### src/include/gos_pkg.sv
package gos_pkg;

    // ------------------------------------------------------------------
    // Register indices (byte address is four times the index)
    // ------------------------------------------------------------------
    localparam logic [6:0] GOS_IDX_PIN_DIRECTION     = 7'h08;
    localparam logic [6:0] GOS_IDX_PIN1_SOURCE       = 7'h53;
    localparam logic [6:0] GOS_IDX_MUTE_PIN_SOURCE   = 7'h54;
    localparam logic [6:0] GOS_IDX_PIN3_SOURCE       = 7'h55;
    localparam logic [6:0] GOS_IDX_OUTPUT_LEVEL      = 7'h56;
    localparam logic [6:0] GOS_IDX_POLARITY_INVERT   = 7'h57;
    localparam logic [6:0] GOS_IDX_PIN_STATUS        = 7'h5f;

    // ------------------------------------------------------------------
    // Field positions and widths
    // ------------------------------------------------------------------
    localparam int         GOS_SEL_W       = 4;
    localparam int         GOS_BIT_PIN1    = 3;
    localparam int         GOS_BIT_MUTE    = 4;
    localparam int         GOS_BIT_PIN3    = 5;
    localparam int         GOS_BIT_UV_HI   = 6;
    localparam int         GOS_BIT_UV_LO   = 7;
    localparam logic [7:0] GOS_PIN_MASK    = 8'h38;

    // ------------------------------------------------------------------
    // Reset values
    // ------------------------------------------------------------------
    localparam logic [3:0] GOS_SEL_RESET   = 4'h0;
    localparam logic [7:0] GOS_BYTE_RESET  = 8'h00;

    // ------------------------------------------------------------------
    // Selector codes
    // ------------------------------------------------------------------
    localparam logic [3:0] GOS_SRC_OFF       = 4'h0;
    localparam logic [3:0] GOS_SRC_DSP       = 4'h1;
    localparam logic [3:0] GOS_SRC_REGISTER  = 4'h2;
    localparam logic [3:0] GOS_SRC_AMUTE_LR  = 4'h3;
    localparam logic [3:0] GOS_SRC_AMUTE_L   = 4'h4;
    localparam logic [3:0] GOS_SRC_AMUTE_R   = 4'h5;
    localparam logic [3:0] GOS_SRC_CLK_BAD   = 4'h6;
    localparam logic [3:0] GOS_SRC_SDATA     = 4'h7;
    localparam logic [3:0] GOS_SRC_AMUTE_L_N = 4'h8;
    localparam logic [3:0] GOS_SRC_AMUTE_R_N = 4'h9;
    localparam logic [3:0] GOS_SRC_PLL_LOCK  = 4'ha;
    localparam logic [3:0] GOS_SRC_CP_CLK    = 4'hb;
    localparam logic [3:0] GOS_SRC_DAC_CLK   = 4'hc;
    localparam logic [3:0] GOS_SRC_DSP_DIV4  = 4'hd;
    localparam logic [3:0] GOS_SRC_UV_HI     = 4'he;
    localparam logic [3:0] GOS_SRC_UV_LO     = 4'hf;

    // Flags shared by all three pin multiplexers.
    typedef struct packed {
        logic amute_both;
        logic amute_l;
        logic amute_r;
        logic clk_invalid;
        logic sdata;
        logic amute_l_n;
        logic amute_r_n;
        logic pll_lock;
        logic cp_clk;
        logic dac_clk;
        logic dsp_div4;
        logic uv_hi;
        logic uv_lo;
    } gos_flags_t;

    // Per-pin controls taken from the register file and the pin's DSP output.
    typedef struct packed {
        logic [3:0] sel;
        logic       dsp_out;
        logic       level;
        logic       invert;
        logic       dir_out;
    } gos_pin_ctl_t;

endpackage

### src/hw/gos_pin_mux.sv
`timescale 1ns/1ps
module gos_pin_mux
    import gos_pkg::*;
(
    input  wire logic         clk_i,
    input  wire logic         rst_i,
    input  wire logic         full_set_i,
    input  wire gos_pin_ctl_t ctl_i,
    input  wire gos_flags_t   flags_i,
    output logic              pin_o,
    output logic              pin_oe_n_o
);

    // ------------------------------------------------------------------
    // Source selection
    // ------------------------------------------------------------------
    // The mute pin has no entries for codes 7 to 13, so they fall to low.
    function automatic logic pick(input logic [3:0] sel, input logic full,
                                  input gos_pin_ctl_t c, input gos_flags_t f);
        logic v;
        v = 1'b0;
        if (sel == GOS_SRC_OFF) begin
            v = 1'b0;
        end else if (sel == GOS_SRC_DSP) begin
            v = c.dsp_out;
        end else if (sel == GOS_SRC_REGISTER) begin
            v = c.level;
        end else if (sel == GOS_SRC_AMUTE_LR) begin
            v = f.amute_both;
        end else if (sel == GOS_SRC_AMUTE_L) begin
            v = f.amute_l;
        end else if (sel == GOS_SRC_AMUTE_R) begin
            v = f.amute_r;
        end else if (sel == GOS_SRC_CLK_BAD) begin
            v = f.clk_invalid;
        end else if (sel == GOS_SRC_UV_HI) begin
            v = f.uv_hi;
        end else if (sel == GOS_SRC_UV_LO) begin
            v = f.uv_lo;
        end else if (!full) begin
            v = 1'b0;
        end else if (sel == GOS_SRC_SDATA) begin
            v = f.sdata;
        end else if (sel == GOS_SRC_AMUTE_L_N) begin
            v = f.amute_l_n;
        end else if (sel == GOS_SRC_AMUTE_R_N) begin
            v = f.amute_r_n;
        end else if (sel == GOS_SRC_PLL_LOCK) begin
            v = f.pll_lock;
        end else if (sel == GOS_SRC_CP_CLK) begin
            v = f.cp_clk;
        end else if (sel == GOS_SRC_DAC_CLK) begin
            v = f.dac_clk;
        end else begin
            v = f.dsp_div4;
        end
        return v;
    endfunction

    // ------------------------------------------------------------------
    // Pin drive
    // ------------------------------------------------------------------
    // Inversion sits after the multiplexer, so it also flips the off level.
    always_ff @(posedge clk_i) begin
        if (rst_i) begin
            pin_o      <= 1'b0;
            pin_oe_n_o <= 1'b1;
        end else begin
            pin_o      <= ctl_i.dir_out & (pick(ctl_i.sel, full_set_i, ctl_i, flags_i) ^ ctl_i.invert);
            pin_oe_n_o <= ~ctl_i.dir_out;
        end
    end

endmodule

### src/hw/gos_output_select.sv
// Local design decision: the Wishbone register port.
`timescale 1ns/1ps
module gos_output_select
    import gos_pkg::*;
(
    input  wire logic        clk_i,
    input  wire logic        rst_i,
    input  wire logic [8:0]  adr_i,
    input  wire logic [31:0] dat_i,
    input  wire logic        we_i,
    input  wire logic [3:0]  sel_i,
    input  wire logic        cyc_i,
    input  wire logic        stb_i,
    output logic      [31:0] dat_o,
    output logic             ack_o,
    input  wire logic        dsp_pin1_i,
    input  wire logic        dsp_mute_i,
    input  wire logic        dsp_pin3_i,
    input  wire logic        amute_l_i,
    input  wire logic        amute_r_i,
    input  wire logic        clk_error_i,
    input  wire logic        clk_changing_i,
    input  wire logic        clk_missing_i,
    input  wire logic        serial_audio_data_out_i,
    input  wire logic        amute_l_n_i,
    input  wire logic        amute_r_n_i,
    input  wire logic        pll_lock_i,
    input  wire logic        cp_clk_i,
    input  wire logic        dac_clk_i,
    input  wire logic        uv_hi_i,
    input  wire logic        uv_lo_i,
    output logic             general_pin_one_o,
    output logic             general_pin_one_oe_n_o,
    output logic             mute_pin_o,
    output logic             mute_pin_oe_n_o,
    output logic             general_pin_three_o,
    output logic             general_pin_three_oe_n_o
);

    // ------------------------------------------------------------------
    // Register storage
    // ------------------------------------------------------------------
    logic [3:0]   pin1_source_select_r;
    logic [3:0]   mute_pin_source_select_r;
    logic [3:0]   pin3_source_select_r;
    logic [7:0]   pin_direction_r;
    logic [7:0]   register_output_level_r;
    logic [7:0]   output_polarity_invert_r;
    logic         ack_r;
    logic [31:0]  dat_r;
    logic [31:0]  dat_nxt;
    logic         wr_now;
    logic [6:0]   reg_idx;
    logic [2:0]   uv_hi_sync_r;
    logic [2:0]   uv_lo_sync_r;
    logic         uv_hi_r;
    logic         uv_lo_r;
    logic [1:0]   dsp_div_r;
    gos_flags_t   flags_r;
    gos_flags_t   flags_nxt;
    gos_pin_ctl_t ctl_pin1;
    gos_pin_ctl_t ctl_mute;
    gos_pin_ctl_t ctl_pin3;

    // ------------------------------------------------------------------
    // Bus decode helpers
    // ------------------------------------------------------------------
    // Registers are byte wide and live in lane zero of each word.
    function automatic logic hit(input logic [6:0] idx, input logic [6:0] want);
        return idx == want;
    endfunction

    // Writes to the selectors keep only the low nibble.
    function automatic logic [3:0] sel_field(input logic [31:0] d);
        return d[3:0];
    endfunction

    assign reg_idx = adr_i[8:2];

    // A write lands on the edge at which the master sees ack high.
    assign wr_now = cyc_i & stb_i & we_i & ack_r & sel_i[0];

    // ------------------------------------------------------------------
    // Wishbone handshake
    // ------------------------------------------------------------------
    // One wait state: ack rises one cycle after the strobe and drops the
    // next cycle, so a held strobe gets a second ack two cycles after the first.
    always_ff @(posedge clk_i) begin
        if (rst_i) begin
            ack_r <= 1'b0;
        end else begin
            ack_r <= cyc_i & stb_i & ~ack_r;
        end
    end

    // Read data is captured with the strobe and held through the ack cycle.
    always_ff @(posedge clk_i) begin
        if (rst_i) begin
            dat_r <= 32'h0000_0000;
        end else if (cyc_i & stb_i & ~ack_r) begin
            dat_r <= dat_nxt;
        end
    end

    // ------------------------------------------------------------------
    // Read multiplexer
    // ------------------------------------------------------------------
    // Reserved and unmapped bits read as zero.
    always_comb begin
        dat_nxt = 32'h0000_0000;
        if (hit(reg_idx, GOS_IDX_PIN1_SOURCE)) begin
            dat_nxt[3:0] = pin1_source_select_r;
        end else if (hit(reg_idx, GOS_IDX_MUTE_PIN_SOURCE)) begin
            dat_nxt[3:0] = mute_pin_source_select_r;
        end else if (hit(reg_idx, GOS_IDX_PIN3_SOURCE)) begin
            dat_nxt[3:0] = pin3_source_select_r;
        end else if (hit(reg_idx, GOS_IDX_PIN_DIRECTION)) begin
            dat_nxt[7:0] = pin_direction_r;
        end else if (hit(reg_idx, GOS_IDX_OUTPUT_LEVEL)) begin
            dat_nxt[7:0] = register_output_level_r;
        end else if (hit(reg_idx, GOS_IDX_POLARITY_INVERT)) begin
            dat_nxt[7:0] = output_polarity_invert_r;
        end else if (hit(reg_idx, GOS_IDX_PIN_STATUS)) begin
            dat_nxt[GOS_BIT_PIN1]  = general_pin_one_o;
            dat_nxt[GOS_BIT_MUTE]  = mute_pin_o;
            dat_nxt[GOS_BIT_PIN3]  = general_pin_three_o;
            dat_nxt[GOS_BIT_UV_HI] = uv_hi_r;
            dat_nxt[GOS_BIT_UV_LO] = uv_lo_r;
        end else begin
            dat_nxt = 32'h0000_0000;
        end
    end

    assign ack_o = ack_r;
    assign dat_o = dat_r;

    // ------------------------------------------------------------------
    // Source selector registers
    // ------------------------------------------------------------------
    // The upper nibble is not stored; it reads back as zero.
    always_ff @(posedge clk_i) begin
        if (rst_i) begin
            pin1_source_select_r <= GOS_SEL_RESET;
        end else if (wr_now && hit(reg_idx, GOS_IDX_PIN1_SOURCE)) begin
            pin1_source_select_r <= sel_field(dat_i);
        end
    end

    always_ff @(posedge clk_i) begin
        if (rst_i) begin
            mute_pin_source_select_r <= GOS_SEL_RESET;
        end else if (wr_now && hit(reg_idx, GOS_IDX_MUTE_PIN_SOURCE)) begin
            mute_pin_source_select_r <= sel_field(dat_i);
        end
    end

    always_ff @(posedge clk_i) begin
        if (rst_i) begin
            pin3_source_select_r <= GOS_SEL_RESET;
        end else if (wr_now && hit(reg_idx, GOS_IDX_PIN3_SOURCE)) begin
            pin3_source_select_r <= sel_field(dat_i);
        end
    end

    // ------------------------------------------------------------------
    // Direction, level and polarity registers
    // ------------------------------------------------------------------
    // Only the three pin bits exist; the other bits are reserved.
    always_ff @(posedge clk_i) begin
        if (rst_i) begin
            pin_direction_r <= GOS_BYTE_RESET;
        end else if (wr_now && hit(reg_idx, GOS_IDX_PIN_DIRECTION)) begin
            pin_direction_r <= dat_i[7:0] & GOS_PIN_MASK;
        end
    end

    always_ff @(posedge clk_i) begin
        if (rst_i) begin
            register_output_level_r <= GOS_BYTE_RESET;
        end else if (wr_now && hit(reg_idx, GOS_IDX_OUTPUT_LEVEL)) begin
            register_output_level_r <= dat_i[7:0] & GOS_PIN_MASK;
        end
    end

    always_ff @(posedge clk_i) begin
        if (rst_i) begin
            output_polarity_invert_r <= GOS_BYTE_RESET;
        end else if (wr_now && hit(reg_idx, GOS_IDX_POLARITY_INVERT)) begin
            output_polarity_invert_r <= dat_i[7:0] & GOS_PIN_MASK;
        end
    end

    // ------------------------------------------------------------------
    // Undervoltage comparator synchronisers
    // ------------------------------------------------------------------
    // The comparators are analog and asynchronous. The first stage feeds
    // only the second; a new level is accepted once stages two and three
    // agree, which filters a single-cycle glitch at the cost of latency.
    always_ff @(posedge clk_i) begin
        if (rst_i) begin
            uv_hi_sync_r <= 3'h0;
            uv_lo_sync_r <= 3'h0;
        end else begin
            uv_hi_sync_r <= {uv_hi_sync_r[1:0], uv_hi_i};
            uv_lo_sync_r <= {uv_lo_sync_r[1:0], uv_lo_i};
        end
    end

    always_ff @(posedge clk_i) begin
        if (rst_i) begin
            uv_hi_r <= 1'b0;
            uv_lo_r <= 1'b0;
        end else begin
            if (uv_hi_sync_r[1] == uv_hi_sync_r[2]) begin
                uv_hi_r <= uv_hi_sync_r[2];
            end
            if (uv_lo_sync_r[1] == uv_lo_sync_r[2]) begin
                uv_lo_r <= uv_lo_sync_r[2];
            end
        end
    end

    // ------------------------------------------------------------------
    // DSP clock divider
    // ------------------------------------------------------------------
    // The DSP runs on this block's clock, so a free two-bit counter gives
    // the divide-by-four square wave; its top bit toggles every 2 cycles.
    always_ff @(posedge clk_i) begin
        if (rst_i) begin
            dsp_div_r <= 2'h0;
        end else begin
            dsp_div_r <= dsp_div_r + 2'h1;
        end
    end

    // ------------------------------------------------------------------
    // Shared flag bundle
    // ------------------------------------------------------------------
    // Combined flags are formed once here rather than in each pin mux.
    always_comb begin
        flags_nxt             = '0;
        flags_nxt.amute_both  = amute_l_i & amute_r_i;
        flags_nxt.amute_l     = amute_l_i;
        flags_nxt.amute_r     = amute_r_i;
        flags_nxt.clk_invalid = clk_error_i | clk_changing_i | clk_missing_i;
        flags_nxt.sdata       = serial_audio_data_out_i;
        flags_nxt.amute_l_n   = amute_l_n_i;
        flags_nxt.amute_r_n   = amute_r_n_i;
        flags_nxt.pll_lock    = pll_lock_i;
        flags_nxt.cp_clk      = cp_clk_i;
        flags_nxt.dac_clk     = dac_clk_i;
        flags_nxt.dsp_div4    = dsp_div_r[1];
        flags_nxt.uv_hi       = uv_hi_r;
        flags_nxt.uv_lo       = uv_lo_r;
    end

    // Registering the bundle keeps the pin path one gate deep; the
    // forwarded clocks reach the pins two cycles after their sources.
    always_ff @(posedge clk_i) begin
        if (rst_i) begin
            flags_r <= '0;
        end else begin
            flags_r <= flags_nxt;
        end
    end

    // ------------------------------------------------------------------
    // Per-pin control bundles
    // ------------------------------------------------------------------
    always_comb begin
        ctl_pin1.sel     = pin1_source_select_r;
        ctl_pin1.dsp_out = dsp_pin1_i;
        ctl_pin1.level   = register_output_level_r[GOS_BIT_PIN1];
        ctl_pin1.invert  = output_polarity_invert_r[GOS_BIT_PIN1];
        ctl_pin1.dir_out = pin_direction_r[GOS_BIT_PIN1];
        ctl_mute.sel     = mute_pin_source_select_r;
        ctl_mute.dsp_out = dsp_mute_i;
        ctl_mute.level   = register_output_level_r[GOS_BIT_MUTE];
        ctl_mute.invert  = output_polarity_invert_r[GOS_BIT_MUTE];
        ctl_mute.dir_out = pin_direction_r[GOS_BIT_MUTE];
        ctl_pin3.sel     = pin3_source_select_r;
        ctl_pin3.dsp_out = dsp_pin3_i;
        ctl_pin3.level   = register_output_level_r[GOS_BIT_PIN3];
        ctl_pin3.invert  = output_polarity_invert_r[GOS_BIT_PIN3];
        ctl_pin3.dir_out = pin_direction_r[GOS_BIT_PIN3];
    end

    // ------------------------------------------------------------------
    // Pin multiplexers
    // ------------------------------------------------------------------
    // Pins one and three carry the full source list.
    gos_pin_mux u_pin1 (
        .clk_i      (clk_i),
        .rst_i      (rst_i),
        .full_set_i (1'b1),
        .ctl_i      (ctl_pin1),
        .flags_i    (flags_r),
        .pin_o      (general_pin_one_o),
        .pin_oe_n_o (general_pin_one_oe_n_o)
    );

    // The mute pin lacks codes 7 to 13; its mux gives low for them before inversion.
    gos_pin_mux u_mute (
        .clk_i      (clk_i),
        .rst_i      (rst_i),
        .full_set_i (1'b0),
        .ctl_i      (ctl_mute),
        .flags_i    (flags_r),
        .pin_o      (mute_pin_o),
        .pin_oe_n_o (mute_pin_oe_n_o)
    );

    gos_pin_mux u_pin3 (
        .clk_i      (clk_i),
        .rst_i      (rst_i),
        .full_set_i (1'b1),
        .ctl_i      (ctl_pin3),
        .flags_i    (flags_r),
        .pin_o      (general_pin_three_o),
        .pin_oe_n_o (general_pin_three_oe_n_o)
    );

endmodule

### config.mk
export PLATFORM = sky130hd
export DESIGN_NAME = gos_output_select
export DESIGN_NICKNAME = d
export VERILOG_FILES = /design/src/include/gos_pkg.sv /design/src/hw/gos_pin_mux.sv /design/src/hw/gos_output_select.sv
export SDC_FILE = /design/constraint.sdc
export NUM_CORES = 1
export LEC_CHECK = 0
export ABC_AREA = 1
export BUFFER_PORTS_ARGS = -buffer_cell sky130_fd_sc_hd__buf_2
export CAP_MARGIN = 5
export CORE_MARGIN = 3
export CORE_UTILIZATION = 45
export CTS_BUF_LIST = sky130_fd_sc_hd__clkbuf_8
export CTS_CLUSTER_DIAMETER = 200
export DETAILED_ROUTE_END_ITERATION = 6
export GPL_TIMING_DRIVEN = 0
export MAX_ROUTING_LAYER = met4
export PLACE_DENSITY = 0.71
export SYNTH_ARGS = -nofsm -noshare
export SYNTH_HDL_FRONTEND = slang
export SYNTH_HIERARCHICAL = 1
export SYNTH_SLANG_ARGS = --single-unit
### constraint.sdc
create_clock -name clk_i -period 3.35 [get_ports clk_i]
set_input_delay 0.5025 -clock clk_i [delete_from_list [all_inputs] [get_ports clk_i]]
set_output_delay 0.5025 -clock clk_i [all_outputs]
set_load 0.01 [all_outputs]
==> results of run 1 <==
## logic make-up (layout without fill, tap and decap cells)
family / after synthesis / in the layout / share of synthesized area
xor gates and xnor gates: 1 / 1 / 0.00253
DFF: 59 / 59 / 0.341
and+or+nand+nor: 251 / 251 / 0.354
buffers and inverters: 117 / 181 / 0.161
AOI/OAI and AO/OA: 81 / 81 / 0.139
other: 2 / 27 / 0.00217
## power by group through the flow
stage | clock network [uW] | registers, uW | logic, uW
final | 733 | 730 | 139
after floorplan | 0 | 741 | 91.7
after CTS | 745 | 730 | 138
after global routing | 774 | 731 | 156
after global placement | 0 | 746 | 135
after detailed placement | 0 | 746 | 137
## registers in the layout, indices dropped and copies added, names as in the netlist, 4 cells and up
signal / cells
dat_o: 8
flags_r: 13
mute_pin_source_select_r: 4
pin1_source_select_r: 4
pin3_source_select_r: 4
## cell type report
class                      instances  area share
multi-input combinational        360       0.438
tap                               99      0.0298
sequential                        59       0.285
inverter                          84      0.0769
clock inverter                     4      0.0178
buffer                            33      0.0579
clock buffer                      11      0.0365
timing repair buffer              49      0.0591
## layer usage
metal	wire [um]	part of all wire	up-vias	track usage
li1	-	-	1745	-
met3	532	0.060	16	0.0369
met4	182	0.020	0	0.0951
met1	4220	0.47	1465	0.278
met5	0	0	-	-
met2	3980	0.45	106	0.335
## metrics by stage
| stage | instance area (um^2) | utilization | power [uW] | setup slack (ns) | hold slack [ns] |
|---|---|---|---|---|---|
| 6_report | 4150 | 0.563 | 1600 | 1.45 | 0.364 |
| 2_1_floorplan | 3560 | - | 833 | 1.77 | 0.388 |
| 3_5_place_dp | 3930 | 0.533 | 883 | 1.49 | 0.397 |
| 5_1_grt | 4150 | 0.563 | 1660 | 1.22 | 0.375 |
| 4_1_cts | 4150 | 0.563 | 1610 | 1.47 | 0.356 |
| 3_3_place_gp | 3930 | 0.533 | 881 | 1.51 | 0.392 |
## critical path, cell delays in order (launching register included)
cell and delay, ns:
dfxtp_1 0.50, nand2_2 0.13, clkinv_1 0.10, nand2_1 0.06
nand3_2 0.08, nand2_1 0.06, nand2_1 0.06, nand2_1 0.05
nand2_1 0.06, nand2_1 0.05, nand2_1 0.05, nand2_1 0.05
nand2_1 0.06, nand2_1 0.05, nand2_1 0.05, nand2_1 0.05
nand2_1 0.05, nand2_1 0.09, a21oi_1 0.14, nor2_1 0.06
## how the worst max path moves through the flow
stage	endpoint	slack, ns
after CTS	u_pin3/pin_o	1.47
after floorplan	u_pin1/pin_o	1.77
after global placement	u_pin1/pin_o	1.51
after global routing	u_pin3/pin_o	1.22
final	u_pin1/pin_o	1.45
after detailed placement	u_pin3/pin_o	1.49
## cell usage after synthesis (all sizes together), types with 5 or more instances
cell type  number  area [um^2]
nand2         108          453
nor2           86          415
inv            77          289
dfxtp          59         1180
o21ai          31          166
a21oi          29          145
nand3          29          165
buf            28          221
nor3           18          111
o211ai          9         67.6
a211oi          7         52.6
clkinv          7         30.0
nand4           6         52.6
clkbuf          5         18.8
## placed cells by master, fill, tap and decap left out, drive strengths merged, types with 6 or more instances in the layout
master / n
nand3: 29
dfxtp: 59
nand2: 108
conb: 27
inv: 77
nor2: 86
nand4: 6
clkbuf: 16
nor3: 18
a21oi: 29
o21ai: 31
o211ai: 9
buf: 77
clkinv: 9
a211oi: 7
==> metrics.txt, run 1 <==
Crit. Startpoint=pin1_source_select_r[0]; sequential share of the synthesized area=0.341; Sw Pwr=around 370 uW; Worst Path Required=3.58 ns; RSZ-0062 raised after global routing=no; Nets=662; first-pass GRT wire length=14300 um; Hold EP=flags_r[3]; core area=7370 um^2; DP HPWL=around 7100 um; DIE HEIGHT=93.7 um; TritonCTS Buffers=9; status=complete, no violations; R2R Path Start=pin1_source_select_r[0]; Port Buffers=49; Worst-Skew Late Latency=0.33 ns; IO Count=105; setup TNS=0 ns; die area=8790 um^2; Flop pwr share=0.456; Slew @ Worst Pin=0.560 ns; combinational power share=0.087; overall die width=93.7 um; FF-to-FF End=u_pin1/pin_o; gr ovfl total=0; most used flip-flop cell after synthesis=dfxtp_1; CTS Sinks=59; number of flops mapped to enable cells by yosys=0; Post-Layout Cell Count=699; DRC=0; clk_skew=0.00671 ns; Wirelength per Cell=12.8 um; CTS tree=built; register area=1180 um^2; Hold Crit Class=primary input to register; CP endpoint kind=register; startpoint types=register; Ant. Diodes=0; post-CTS sizing=0; Pwr Density=386 nW/um^2; overall routed net length=8910 um; area of the multi-input gates=1820 um^2; antenna violations before repair=0; Int Pwr=roughly 1200 uW; #FFs+latches synth=59; detailed-router iteration count before antenna repair=5; Leak=0.00193 uW; initial core utilization=0.470; Initial DRC Count=202; fillers=~730; Clock Power Share=0.458; GRT Overall Usage=0.216; clock tree buffer depth=2; Final ANT Viol Nets=0; Max-slew headroom=0.626; hold_sp=dac_clk_i; clk root buf=clkbuf_8; final period utilization=0.567; dpl cells=between 600 and 700; Slew Viols, Final=0; clock slew at reported path FFs=0.07 ns; hold_buf cts=0; H-tree depth=3; Max VDD drop=0.000323 V; Final GP Congestion=0.931; achievable frequency=527 MHz; Core Rows=31; vias in the first global route=between 2000 and 3000; synth warn=6; Synth Cell Area=3460 um^2; reg-to-reg slack, setup=1.45 ns; largest net degree at the start of global routing=11; layout cells sized above 1=0.265; asr flop ratio synth=0; synthesized area per cell=6.78 um^2; Synth Instances=511; Distinct cells, synth=33; CP Max Fanout=7; Crit Path Class=register to register; CP arrival=2.13 ns; worst hold path stage count=3; post-CTS setup buffers=0; post-layout min period=1.90 ns; Final Hold Fails=0; P&R area growth vs syn=19.9%; Max-Cap Viols=0; total number of vias=3332; via/cell ratio=around 4.8; cells on worst reg2reg path=19; final setup vio count=0; switching part of the total=0.233
No activity file was read; power rests on OpenSTA's default activity.
==> run 2, diff against run 1 <==
ABC_AREA = 0   (was 1)
PLACE_DENSITY = 0.74   (was 0.71)
clock period = 1.67 ns   (was 3.35 ns; I/O delays follow)
==> run 2 against run 1 <==
Compared with the run above: clock skew up 0.00050 ns; sequential share of layout area down 1.1 points; register-to-register slack worse by 1.5 ns; global-route usage up 0.17 points; the flow now finishes with violations (setup timing); critical endpoint is now u_pin3/pin_o; critical path type unchanged; hold slack worse by 0.24 ns; fmax up 8.4%; largest cell class unchanged.
==> metrics.txt, run 2 <==
status=finished with violations; failing checks=setup timing; final setup vio count=2; antenna violations before repair=0; synth warn=6; achievable frequency=571 MHz; post-layout util=0.570; overall routed net length=9630 um; Ant. Diodes=0; Initial DRC Count=320; switching part of the total=0.249; synth top area cells=dfxtp_1 (33%), mux2i_1 (5.8%), buf_4 (5.4%), a21oi_1 (4.7%), nand3_1 (3.7%); startpoint types=register; layout cells sized above 1=0.297; max reg flops=13; Final Hold Fails=0; CP endpoint kind=register; final period utilization=1.05; cells on worst reg2reg path=5; Max VDD drop=about 0.0005 V; Clock Power Share=0.425; post-route setup slack=-0.0812 ns; reg-to-reg slack, setup=-0.08 ns; Flop pwr share=0.481; Hold EP=flags_r[9]; sequential share of the synthesized area=0.327; synthesized area per cell=8.67 um^2; area of the multi-input gates=2140 um^2; via/cell ratio=5.51; top cell type's share of synthesized area=0.327; Nets=roughly 580; die area=9150 um^2; #FFs+latches synth=between 50 and 60; Leak=0.00189 uW; hold_sp=clk_missing_i; Int Pwr=approximately 2300 uW; Port Buffers=46; Biggest register=flags_r; GRT Overall Usage=0.218; most frequent cells in the layout=dfxtp_1 (49), buf_2 (48), buf_4 (39); Hold Crit Class=primary input to register; Pwr Density=682 nW/um^2; CTS Sinks=just under 60; Worst-Skew Late Latency=0.34 ns; core area=7770 um^2; CP Max Fanout=6; Max-slew headroom=0.556; H-tree depth=3; detailed-router iteration count before antenna repair=5; commonest non-fill, non-tap cell in the layout=dfxtp_1; Worst Path Required=1.87 ns; Crit Path Class=register to register; CP arrival=1.95 ns; Sw Pwr=754 uW; vias in the first global route=slightly below 3000; RSZ-0062 raised after global routing=yes; Wirelength per Cell=about 16 um; setup TNS=-0.110 ns; Core Rows=32; Distinct cells, synth=56; DP HPWL=a little over 7000 um; most common cell in the netlist=dfxtp_1; CTS tree=built; FF-to-FF End=u_pin3/pin_o; DIE HEIGHT=95.7 um; first-pass GRT wire length=14900 um; Max-Cap Viols=0; clock tree buffer depth=2; Final GP Congestion=0.950; worst hold path stage count=3; overall die width=95.7 um; number of flops mapped to enable cells by yosys=0; Commonest cells post-synth=dfxtp_1 (59), a21oi_1 (34), nand3_1 (27), buf_4 (26), nor2_1 (24); hold_buf cts=0; P&R area growth vs syn=22.4%; register area=around 1200 um^2; Yosys top cell by area=dfxtp_1; largest net degree at the start of global routing=11; most used flip-flop cell after synthesis=dfxtp_1; Slew Viols, Final=0; clock slew at reported path FFs=0.07 ns; R2R Path Start=pin3_source_select_r[0]; DRC=0; asr flop ratio synth=0; Final ANT Viol Nets=0; IO Count=105; fillers=between 700 and 800; initial core utilization=0.466; Synth Instances=around 420; Synth Cell Area=3620 um^2; total number of vias=3408; Slew @ Worst Pin=0.666 ns; TritonCTS Buffers=9; gr ovfl total=0; clk root buf=clkbuf_8; clk_skew=0.00721 ns; post-layout min period=1.75 ns; combinational power share=0.094
==> run 2: cell types whose count changed after synthesis, moves of 20 or more <==
| cell | previous run | this run |
|---|---|---|
| nor2_1 | 69 | 24 |
| inv_1 | 61 | 12 |
| nor2b_1 | 0 | 20 |
| nand2_1 | 91 | 17 |
| mux2i_1 | 0 | 21 |
==> run 2: worst max path at each step <==
stage                     slack (ns)  cells past startpoint            to                     from
after global placement         -0.17                      6  u_pin3/pin_o  pin3_source_select_r[2]
after floorplan                 0.06                      6  u_pin1/pin_o  pin1_source_select_r[3]
final                          -0.08                      5  u_pin3/pin_o  pin3_source_select_r[0]
after detailed placement       -0.18                      6  u_pin3/pin_o  pin3_source_select_r[2]
after global routing           -0.13                      5  u_pin3/pin_o  pin3_source_select_r[0]
after CTS                      -0.04                      6  u_pin3/pin_o  pin3_source_select_r[2]
==> run 2: kinds of logic after synthesis <==
family,share of synthesized area
other cells,0.00208
compound gates,0.201
xor+xnor,0.00242
flops,0.327
simple gates,0.287
buf+inv,0.114
mux,0.0674
==> run 2: layout make-up <==
type,instances,share of cell area
clock inverters,6,0.0127
multi-input cells,320,0.483
clock buffers,10,0.0311
repair buffers,58,0.0732
inverters,12,0.0102
flip-flops and latches,59,0.273
plain buffers,51,0.0879
well taps,102,0.0288
==> run 2: power by group through the flow <==
stage,combinational (uW),sequential [uW],clock [uW]
final,284,1450,1280
after global routing,316,1450,1360
after CTS,279,1460,1310
after detailed placement,279,1500,0
after global placement,275,1490,0
after floorplan,186,1490,0
==> run 2: layer usage <==
layer	GRT usage	wire length (um)	vias to the layer above
met2	0.332	4510	154
met5	-	0	-
met4	0.0912	223	0
met3	0.0450	710	18
li1	-	-	1649
met1	0.280	4190	1587
==> run 2: what timing repair did <==
action                                  in CTS  in global routing
gates cloned                                 0                  0
setup buffers                                5                  7
gates resized for setup                     21                 15
hold endpoints to repair                     0                  0
endpoints found under the setup margin       3                  3
pin swaps                                    6                  8
==> run 2: stage by stage <==
step / cells / setup slack, ns / power, uW / hold WS (ns) / instance area (um^2)
after detailed placement: 590 / -0.177 / 1770 / 0.428 / 4070
after global routing: 618 / -0.126 / 3130 / 0.124 / 4430
after global placement: 590 / -0.166 / 1770 / 0.421 / 4070
after floorplan: 442 / 0.0627 / 1670 / 0.370 / 3710
final: 618 / -0.0812 / 3020 / 0.121 / 4430
after CTS: 611 / -0.0406 / 3040 / 0.114 / 4350
==> run 2: critical path, stage by stage, from the launching register on <==
cell     delay [ns]
dfxtp_4        0.38
mux2_2         0.37
a211o_1        0.31
o21a_1         0.22
a21oi_1        0.21
nand3_2        0.12
